## config.mk

```make
export PLATFORM = sky130hd
export DESIGN_NAME = itss_core
export DESIGN_NICKNAME = d
export VERILOG_FILES = /design/src/common/itss_pkg.sv /design/src/logic/itss_core.sv
export VERILOG_INCLUDE_DIRS = /design/src /design/src/common
export SDC_FILE = /design/constraint.sdc
export NUM_CORES = 1
export LEC_CHECK = 0
export BUFFER_PORTS_ARGS = -buffer_cell sky130_fd_sc_hd__buf_2
export CORE_ASPECT_RATIO = 0.75
export CORE_UTILIZATION = 40
export DETAILED_ROUTE_END_ITERATION = 10
export GPL_ROUTABILITY_DRIVEN = 0
export PLACE_DENSITY = 0.71
export SETUP_SLACK_MARGIN = 0.05
export SLEW_MARGIN = 20
export SYNTH_ARGS = -nofsm -noshare
export SYNTH_HDL_FRONTEND = slang
export SYNTH_SLANG_ARGS = --single-unit
```

## constraint.sdc

```tcl
create_clock -name pclk -period 3.6 [get_ports pclk]
set_clock_uncertainty 0.05 [all_clocks]
set_input_delay 0.72 -clock pclk [delete_from_list [all_inputs] [get_ports pclk]]
set_output_delay 0.72 -clock pclk [all_outputs]
set_load 0.02 [all_outputs]
```

## src/common/itss_params.svh

```systemverilog
// Register offsets, field positions and reset values of the idle-timer SMI status block.
// Included by the package and the design; definitions only.
`ifndef ITSS_PARAMS_SVH
`define ITSS_PARAMS_SVH
// Indices are word indices, not byte addresses: byte address is four times the index
`define ITSS_IDX_IDLE_MIRROR 8'h85
`define ITSS_IDX_IDLE_FLAGS 8'hF5
`define ITSS_IDX_TRAP_FLAGS 8'hF6
`define ITSS_IDX_IDLE_EN 8'h81
`define ITSS_IDX_TRAP_EN 8'h82
`define ITSS_IDX_TRAP_MIRROR 8'h86
`define ITSS_IDX_TOP_STATUS 8'hE0
`define ITSS_IDX_IRQ_MASK 8'hE1
`define ITSS_BIT_VIDEO_TRAP 7
`define ITSS_BIT_TOP_SMI 0
`define ITSS_RST_FLAGS 8'h00
`define ITSS_RST_EN 8'h00
`define ITSS_RST_MASK 8'h01
`endif

```

## src/common/itss_pkg.sv

```systemverilog
// Types of the idle-timer SMI status block.
// Assumes itss_params.svh is on the include path.
package itss_pkg;
  `include "itss_params.svh"
  typedef struct packed {
    logic [7:0] idle_expire;
    logic video_trap;
  } itss_evt_t;
  typedef struct packed {
    logic [31:0] prdata;
    logic pready;
    logic pslverr;
  } itss_rsp_t;
endpackage

```

## src/logic/itss_core.sv

```systemverilog
// Second-level SMI status for the idle timers and the video access trap.
// Assumes APB master on pclk; event pulses come from logic on the same clock.
//
// Local design decision: the APB slave port.
`timescale 1ns/100ps
`include "itss_params.svh"
module itss_core (
  input wire logic pclk,
  input wire logic presetn,
  input wire logic clk_en,
  input wire logic psel,
  input wire logic penable,
  input wire logic pwrite,
  input wire logic [11:0] paddr,
  input wire logic [31:0] pwdata,
  input wire logic [3:0] pstrb,
  input wire itss_pkg::itss_evt_t evt,
  output itss_pkg::itss_rsp_t rsp,
  output logic smi_irq
);
  import itss_pkg::*;

  logic [7:0] idle_flags_q;
  logic [7:0] idle_flags_d;
  logic trap_flag_q;
  logic trap_flag_d;
  logic [7:0] idle_en_q;
  logic [7:0] trap_en_q;
  logic irq_mask_q;
  logic [31:0] prdata_q;
  logic pslverr_q;
  logic access;
  logic rd_access;
  logic wr_access;
  logic [7:0] idx;
  logic idle_clr;
  logic trap_clr;
  logic [7:0] idle_set;
  logic trap_set;
  logic top_smi;
  logic mapped;
  logic rd_setup;

  function automatic logic [7:0] byte_merge(input logic [7:0] old, input logic [31:0] wd,
                                            input logic [3:0] st);
    byte_merge = st[0] ? wd[7:0] : old;
  endfunction

  function automatic logic addr_is(input logic [11:0] a, input logic [7:0] i);
    addr_is = (a == {2'h0, i, 2'h0});
  endfunction

  // Single-cycle answer: pready is high in every access phase
  assign access = psel && penable && clk_en;
  assign rd_access = access && !pwrite;
  assign wr_access = access && pwrite;
  assign rd_setup = psel && !penable && clk_en && !pwrite;
  assign idx = paddr[9:2];
  assign mapped = (paddr[11:10] == 2'h0) && (paddr[1:0] == 2'h0) &&
                  ((idx == `ITSS_IDX_IDLE_MIRROR) || (idx == `ITSS_IDX_IDLE_FLAGS) ||
                   (idx == `ITSS_IDX_TRAP_FLAGS) || (idx == `ITSS_IDX_IDLE_EN) ||
                   (idx == `ITSS_IDX_TRAP_EN) || (idx == `ITSS_IDX_TRAP_MIRROR) ||
                   (idx == `ITSS_IDX_TOP_STATUS) || (idx == `ITSS_IDX_IRQ_MASK));

  assign idle_clr = rd_access && addr_is(paddr, `ITSS_IDX_IDLE_FLAGS);
  assign trap_clr = rd_access && addr_is(paddr, `ITSS_IDX_TRAP_FLAGS);

  assign idle_set = evt.idle_expire & idle_en_q;
  assign trap_set = evt.video_trap && trap_en_q[`ITSS_BIT_VIDEO_TRAP];

  always_comb begin
    // Only bits already returned are cleared, so a setup-cycle event is kept
    idle_flags_d = (idle_clr ? (idle_flags_q & ~prdata_q[7:0]) : idle_flags_q) | idle_set;
    trap_flag_d = (trap_clr ? (trap_flag_q && !prdata_q[7]) : trap_flag_q) || trap_set;
  end

  always_ff @(posedge pclk or negedge presetn) begin
    if (!presetn) begin
      idle_flags_q <= `ITSS_RST_FLAGS;
      trap_flag_q <= 1'b0;
    end else if (clk_en) begin
      idle_flags_q <= idle_flags_d;
      trap_flag_q <= trap_flag_d;
    end
  end

  always_ff @(posedge pclk or negedge presetn) begin
    if (!presetn) begin
      idle_en_q <= `ITSS_RST_EN;
      trap_en_q <= `ITSS_RST_EN;
      irq_mask_q <= 1'b1;
    end else if (wr_access) begin
      if (addr_is(paddr, `ITSS_IDX_IDLE_EN)) begin
        idle_en_q <= byte_merge(idle_en_q, pwdata, pstrb);
      end
      if (addr_is(paddr, `ITSS_IDX_TRAP_EN)) begin
        trap_en_q <= byte_merge(trap_en_q, pwdata, pstrb);
      end
      if (addr_is(paddr, `ITSS_IDX_IRQ_MASK) && pstrb[0]) begin
        irq_mask_q <= pwdata[`ITSS_BIT_TOP_SMI];
      end
    end
  end

  assign top_smi = (|idle_flags_q) || trap_flag_q;

  always_ff @(posedge pclk or negedge presetn) begin
    if (!presetn) begin
      prdata_q <= 32'h0000_0000;
      pslverr_q <= 1'b0;
    end else if (psel && !penable && clk_en) begin
      prdata_q <= 32'h0000_0000;
      pslverr_q <= !mapped;
      if (!pwrite) begin
        unique case (idx)
          `ITSS_IDX_IDLE_MIRROR, `ITSS_IDX_IDLE_FLAGS: prdata_q <= {24'h0, idle_flags_q};
          `ITSS_IDX_TRAP_MIRROR, `ITSS_IDX_TRAP_FLAGS: prdata_q <= {24'h0, trap_flag_q, 7'h00};
          `ITSS_IDX_IDLE_EN: prdata_q <= {24'h0, idle_en_q};
          `ITSS_IDX_TRAP_EN: prdata_q <= {24'h0, trap_en_q};
          `ITSS_IDX_TOP_STATUS: prdata_q <= {31'h0, top_smi};
          `ITSS_IDX_IRQ_MASK: prdata_q <= {31'h0, irq_mask_q};
          default: prdata_q <= 32'h0000_0000;
        endcase
      end
    end
  end

  // Read data is captured in setup, so a flag set during access is kept, not lost
  assign rsp.prdata = prdata_q;
  assign rsp.pready = 1'b1;
  assign rsp.pslverr = pslverr_q;

  assign smi_irq = top_smi && irq_mask_q;
endmodule

```

Word-level counts from Yosys, hierarchy flattened
Cells that the tools add are included.

cells by class
  add/subtract/negate cells = 0
  divide/modulo/power cells = 0
  $mul = 0
  equality and inequality tests = 13
  bitwise operators = 4
  shift-type cells = 0
  magnitude comparators = 0
  reductions and logical operators = 35
  muxes and demuxes = 4

operators by type and width
  kind                                                                      count
  8-bit equality test (second input constant)                               8
  12-bit by 10-bit equality test with 1-bit output (second input constant)  5
  8-bit case mux with 6 select lines                                        1
  8-bit bitwise AND                                                         2
  8-bit two-way mux                                                         2
  1-bit logical AND                                                         14
  1-bit logical OR                                                          9
  8-bit NOT                                                                 1
  8-bit bitwise OR                                                          1
  8-bit OR reduction                                                        1
  3-bit AND reduction                                                       2
  1-bit logical NOT                                                         4
  2-bit logical NOT                                                         2
  2-bit OR reduction                                                        2
  2-bit AND reduction                                                       1
  1-bit two-way mux                                                         1

word-level totals
  memory bits (read-only) = 0
  memories = 0
  logic and storage cells = 63
  latch bits = 0
  flip-flop bits (word level) = 59
  bits of input ports = 63
  memory bits (writable) = 0

Depth between registers and ports, before layout
Gate-level depths: netlist (run 1).

  word-level depth = 10
  mapped depth = 6
  gate-level depth less buffers = 4

Worst setup path after synthesis (run 1)
OpenSTA, ideal clock, no wires.

  kind = in2reg
  from = input port paddr[1]
  to = register idle_en_q[0]
  cell stages on the path = 4
  setup time = 0.125 ns
  required time = 3.425 ns
  slack = 1.174 ns
  arrival time = 2.251 ns
  cells stage by stage = or4_4 -> nor4_4 -> nand4_4 -> mux2_2

between the ends
  word-level cells in the longest chain between the ends = 2

RTL lines
  element                                           line             RTL
  from (decl)                                       itss_core.sv:14  input wire logic [11:0] paddr,
  12-bit by 10-bit equality test with 1-bit output  itss_core.sv:50  addr_is = (a == {2'h0, i, 2'h0});
  3-bit AND reduction (no source line)              -
  to (signal assigned)                              itss_core.sv:89  idle_en_q <= `ITSS_RST_EN;
  to (signal assigned)                              itss_core.sv:94  idle_en_q <= byte_merge(idle_en_q, pwdata, pstrb);
  to (decl)                                         itss_core.sv:27  logic [7:0] idle_en_q;

No other way between the ends.
A chain may end at the register's enable or synchronous reset.

Worst setup path in the final report (run 1)
  from = input port paddr[1]
  to = register trap_en_q[4]

between the ends
  word-level cells in the longest chain between the ends = 2

RTL lines
  element                                           line             RTL
  12-bit by 10-bit equality test with 1-bit output  itss_core.sv:50
  3-bit AND reduction (no source line)              -
  to (signal assigned)                              itss_core.sv:90  trap_en_q <= `ITSS_RST_EN;
  to (signal assigned)                              itss_core.sv:97  trap_en_q <= byte_merge(trap_en_q, pwdata, pstrb);
  to (decl)                                         itss_core.sv:28  logic [7:0] trap_en_q;

No other way between the ends.

==> results.py, run 1 <==
metrics = {
    "clock_network": {
        "cts_root_buffer": "clkbuf_8",
        "clock-sinks": 35,
        "cts_max_level": 2,
        "numCtsBuffers": 5,
        "post_cts_buffers": 0,
        "cts_resized": 0,
        "clk_latency_ps": 290,
        "cts_tree": "done",
        "clk_pin_slew_ps": 70,
        "cts_buffer_depth": 2,
        "cts_hold_buffers": 0,
    },
    "setup_path": {
        "worstSetupPathType": "input pin to flop",
        "arrival_ps": 2690,
        "cp-start-kind": "input pin",
        "crit_slowest_cell": "or4_4",
        "critPathMaxFanout": 8,
        "reg2reg_slack_ps": 2070,
        "cp.required_ps": 3720,
        "end_kind": "flop",
        "path_cells": "buf_2, or4_4, nor3b_1, and4_1, mux2_2",
        "crit_path_max_incr_delay_ps": 560,
    },
    "global_route": {
        "grt_pass1_vias": 1487,
        "track_usage": 0.187,
        "grt_start_max_net_pins": 36,
        "antenna_found_initial": 0,
        "grt_pass1_wl_um": 7440,
        "overflow": 0,
    },
    "yosys": {
        "synth.cell_area_um2": 1960,
        "avgSynthCellArea_um2": 10.8,
        "ys_ff_latch": 35,
        "synth_ff_type": "dfrtp_1",
        "yosys_warnings": 0,
        "synth_cell_types": 38,
        "synth-async-reset-ratio": 1.00,
        "synth-edff-count": 0,
        "ys_seq_area_frac": 0.447,
        "synth_cells": 182,
    },
    "sta": {
        "period_share": 0.713,
        "finalSetupViolCount": 0,
        "rsz0062_at_grt": "false",
        "finalCriticalPeriod_ps": 2570,
        "final_hold_viol_count": 0,
        "fin_tns_setup_ps": 0,
        "max_freq_mhz": 390,
        "slew_headroom": 0.478,
        "holdWs_ps": 458,
        "worst_pin_slew_ps": 783,
        "drv_slew": 0,
        "setup_slack_ps": 1030,
    },
    "floorplanning": {
        "die_h_um": 62.7,
        "io_pins": 98,
        "die-area_um2": 5200,
        "fp.dieW_um": 82.9,
        "core-area_um2": 4600,
        "rows": 21,
        "initial_utilization": 0.427,
    },
    "drt": {
        "viasPerCell": 5.46,
        "antenna_left": 0,
        "drtIter0Drc": 85,
        "drc": 0,
        "vias": 1541,
        "wire_per_inst_um": 16.1,
        "drt-pass1-iter-count": 4,
        "drt_wl_total_um": 4530,
    },
    "cells_and_area": {
        "final_area_um2": 2210,
        "drive_gt1_frac": 0.347,
        "layout_common_cells": "45 x buf_2, 34 x dfrtp_1, 25 x conb_1",
        "final_common_cell": "buf_2",
        "antenna_cells": 0,
        "area_growth_pct": 12.4,
        "final_net_count": 287,
    },
    "place": {
        "io_buffers": 45,
        "place_area_um2": 2120,
        "dp_slack_ps": 740,
        "hpwl_um": 3260,
    },
    "power": {
        "cellLeakagePower_uw": 0.00109,
        "finalPower_uw": 754,
        "max-vdd-ir-drop_v": 0.000277,
        "p_per_area_nw_per_um2": 342,
    },
    "run_status": {
        "status": "complete, no violations",
    },
    "run": {
        "maxCapViolations": 0,
    },
    "worst_hold_path": {
        "hold_class": "input pin to async pin",
    },
}
==> layer usage <==
layer / GRT usage / up-vias / wire, µm
li1: - / 719 / -
met1: 0.247 / 747 / 2020
met2: 0.285 / 69 / 2080
met3: 0.0647 / 6 / 367
met4: 0.0647 / 0 / 55
met5: 0 / - / 0
==> state kept, by name, summed over array words and instances (netlist names) <==
name / count
idle_en_q: 8
idle_flags_q: 8
prdata_q: 8
trap_en_q: 8
irq_mask_q: 1
pslverr_q: 1
trap_flag_q: 1
==> report_power, final <==
part / switching (µW) / leakage (µW) / internal [µW] / total (µW)
sequential: 1.47 / 0.000480 / 395 / 396
combinational: 60.6 / 0.000573 / 22.4 / 83.1
clock: 139 / 0.0000422 / 136 / 275
==> per-stage QoR <==
stage | instances | util
after global placement | 274 | 0.462
after global routing | 282 | 0.480
after CTS | 282 | 0.480
after detailed placement | 274 | 0.462
after floorplan | 205 | -
final | 282 | 0.480
==> cell families after synthesis <==
kind of cell | share of synthesized area
buffers and inverters | 0.128
multiplexers | 0.0975
other | 0.00383
AO/OA/AOI/OAI | 0.168
flip-flops | 0.447
AND/OR/NAND/NOR | 0.156
==> critical path: cells and delay by family <==
family,cells,cell delay [ps]
simple gates,3,1470
buf+inv,1,100
mux,1,400
==> worst paths after layout <==
| path | start | to | cells after the start |
|---|---|---|---|
| worst max-delay path | paddr[1] | trap_en_q[4]$_DFFE_PN0P_ | 5 |
| worst min-delay path | presetn | idle_en_q[2]$_DFFE_PN0P_ | 1 |
| worst max register to register | idle_flags_q[3]$_DFFE_PN0P_ | prdata_q[0]$_DFFE_PN0P_ | 4 |
| worst min register to register | trap_en_q[3]$_DFFE_PN0P_ | trap_en_q[3]$_DFFE_PN0P_ | 1 |
| max in group asynchronous | presetn | trap_en_q[4]$_DFFE_PN0P_ | 1 |
| min in group pclk | trap_en_q[3]$_DFFE_PN0P_ | trap_en_q[3]$_DFFE_PN0P_ | 1 |
==> final cells by class <==
type,instances,area [µm²]
clock inverters,1,5.00
repair buffers,48,248
well taps,57,71.3
inverters,2,7.51
clock buffers,7,76.3
multi-input cells,132,921
fillers,449,2390
flip-flops and latches,35,877
==> Yosys cell counts, types with 2 or more instances <==
cell type	number	share of area
nand2_1	9	0.017
nand3_1	10	0.025
nor2b_1	4	0.013
mux2_2	17	0.098
inv_1	2	0.0038
nor3_1	3	0.0076
buf_4	26	0.099
a21oi_1	3	0.0076
and3_1	2	0.0064
nand3b_1	2	0.0076
nor4_1	2	0.0064
a22o_1	9	0.040
o21ai_0	7	0.018
a32o_1	9	0.046
nor2_1	4	0.0076
a32oi_1	7	0.031
clkbuf_1	8	0.015
nand4_1	3	0.0096
dfrtp_1	34	0.43
conb_1	2	0.0038
o211a_1	2	0.010
Note: power is estimated with default switching activity, not from simulation.
==> inputs of run 2 (changes only) <==
==> constraint.sdc (replaced) <==
create_clock -name pclk -period 2.6 [get_ports pclk]
set_clock_uncertainty 0.05 [all_clocks]
set_input_delay 0.52 -clock pclk [delete_from_list [all_inputs] [get_ports pclk]]
set_output_delay 0.52 -clock pclk [all_outputs]
set_load 0.02 [all_outputs]
==> run 2 against run 1 <==
Against the previous run:
- sequential share of layout area decreased by 0.67 points
- global-route usage decreased by 1.0 points
- routed wire length decreased by 2.7%
- design area increased by 1.7%
- combinational power increased by 41%
- hold slack got worse by 190 ps
- flip-flop and latch count unchanged
- register-to-register slack got worse by 1000 ps
- critical path depth increased by 1
- total power increased by 38%
- non-clock buffer count increased by 5
- via count increased by 0.32%
- largest cell class unchanged
==> results.py, run 2 (synthesis results as in run 1) <==
metrics = {
    "run_status": {
        "status": "complete, no violations",
    },
    "setup_path": {
        "path_cells": "buf_2, or4_4, nor3b_1, and4_1, buf_4, mux2_2",
        "crit_slowest_cell": "or4_4",
        "reg2reg_from": "idle_flags_q[3]$_DFFE_PN0P_",
        "ff2ff_path_depth": 4,
        "crit_path_max_incr_delay_ps": 570,
        "r2r_end": "prdata_q[0]$_DFFE_PN0P_",
        "reg2reg_slack_ps": 1050,
        "critical_path.endpoint": "trap_en_q[0]$_DFFE_PN0P_",
        "arrival_ps": 2320,
        "end_kind": "flop",
        "cp.required_ps": 2720,
        "critPathMaxFanout": 5,
        "worstSetupPathType": "input pin to flop",
        "cp-start-kind": "input pin",
        "startpoint": "paddr[1]",
    },
    "drt": {
        "wl_met3_um": 307,
        "wl_met1_um": 2110,
        "drt-pass1-iter-count": 4,
        "vias": 1546,
        "drc": 0,
        "drtIter0Drc": 81,
        "drt_wl_total_um": 4400,
        "antenna_left": 0,
        "wire_per_inst_um": 15.3,
        "highest_layer": "met4",
        "viasPerCell": 5.39,
        "met2WireLength_um": 1960,
    },
    "cells_and_area": {
        "drive_gt1_frac": 0.361,
        "final_core_util": 0.488,
        "final_common_cell": "buf_2",
        "antenna_cells": 0,
        "layout_common_cells": "45 x buf_2, 34 x dfrtp_1, 25 x conb_1",
        "stdcell_count": 287,
        "area_growth_pct": 14.3,
        "final_net_count": 292,
        "nFillCells": 443,
    },
    "sta": {
        "finalCriticalPeriod_ps": 2200,
        "final_hold_viol_count": 0,
        "drv_slew": 0,
        "period_share": 0.846,
        "finalSetupViolCount": 0,
        "fin_tns_setup_ps": 0,
        "max_freq_mhz": 455,
        "worst_pin_slew_ps": 791,
        "holdWs_ps": 268,
        "rsz0062_at_grt": "false",
        "slew_headroom": 0.473,
    },
    "clock_network": {
        "post_cts_buffers": 0,
        "cts_max_level": 2,
        "clk_latency_ps": 280,
        "clock-sinks": 35,
        "clk_pin_slew_ps": 70,
        "cts_tree": "done",
        "cts_buffer_depth": 2,
        "numCtsBuffers": 5,
        "cts_hold_buffers": 0,
        "cts_root_buffer": "clkbuf_8",
        "cts_resized": 0,
    },
    "place": {
        "hpwl_um": 3230,
        "dp.cells": 279,
        "io_buffers": 45,
    },
    "power": {
        "finalPower_uw": 1040,
        "cellLeakagePower_uw": 0.00112,
        "p_per_area_nw_per_um2": 464,
        "max-vdd-ir-drop_v": 0.000280,
    },
    "floorplanning": {
        "die_h_um": 62.7,
        "rows": 21,
        "die-area_um2": 5200,
        "fp.dieW_um": 82.9,
        "initial_utilization": 0.427,
        "io_pins": 98,
        "core-area_um2": 4600,
    },
    "global_route": {
        "track_usage": 0.176,
        "grt_start_max_net_pins": 36,
        "grt_pass1_wl_um": 7180,
        "antenna_found_initial": 0,
        "grt_pass1_vias": 1414,
        "overflow": 0,
    },
    "worst_hold_path": {
        "hold_class": "input pin to async pin",
    },
    "run": {
        "maxCapViolations": 0,
    },
}
==> run 2: cell count changes in the layout (fill, tap and decap cells not counted), sizes merged <==
| cell | previous run | this run |
|---|---|---|
| buf | 48 | 53 |
==> run 2: stage by stage <==
stage                     setup WS [ps]  instance area, µm²
final                               400                2240
after global routing                298                2240
after CTS                           383                2240
after detailed placement           99.2                2160
after global placement              161                2160
after floorplan                     374                2050
==> run 2: critical path, delay by kind of cell <==
| family | cells | cell delay [ps] |
|---|---|---|
| buf+inv | 2 | 280 |
| mux | 1 | 340 |
| simple gates | 3 | 1190 |
==> run 2: report_power, final <==
| group | switching (µW) | internal [µW] | total (µW) | leakage (µW) |
|---|---|---|---|---|
| Sequential | 2.31 | 547 | 549 | 0.000480 |
| Clock | 187 | 188 | 374 | 0.0000422 |
| Combinational | 84.8 | 32.1 | 117 | 0.000599 |
==> run 2: per-layer routing <==
layer | up-vias | GRT usage
met5 | - | 0
met4 | 0 | 0.0453
met2 | 69 | 0.263
met1 | 747 | 0.257
met3 | 5 | 0.0410
li1 | 725 | -
==> run 2: how the worst min path moves through the flow <==
stage,slack [ps],end,from,cells past startpoint
finish,270,trap_en_q[2]$_DFFE_PN0P_,presetn,1
global route,320,trap_en_q[7]$_DFFE_PN0P_,presetn,1
CTS,280,trap_en_q[7]$_DFFE_PN0P_,presetn,1
floorplan,170,idle_en_q[0]$_DFFE_PN0P_,presetn,0
detailed placement,460,trap_en_q[6]$_DFFE_PN0P_,trap_en_q[6]$_DFFE_PN0P_,1
global placement,440,prdata_q[4]$_DFFE_PN0P_,prdata_q[4]$_DFFE_PN0P_,2
==> run 2: area by class of cell <==
| type | instances | area [µm²] | area share |
|---|---|---|---|
| clock buffers | 7 | 76.3 | 0.0340 |
| inverters | 2 | 7.51 | 0.00335 |
| clock inverters | 1 | 5.00 | 0.00223 |
| well taps | 57 | 71.3 | 0.0318 |
| multi-input cells | 132 | 921 | 0.410 |
| repair buffers | 53 | 285 | 0.127 |
| flip-flops and latches | 35 | 877 | 0.391 |
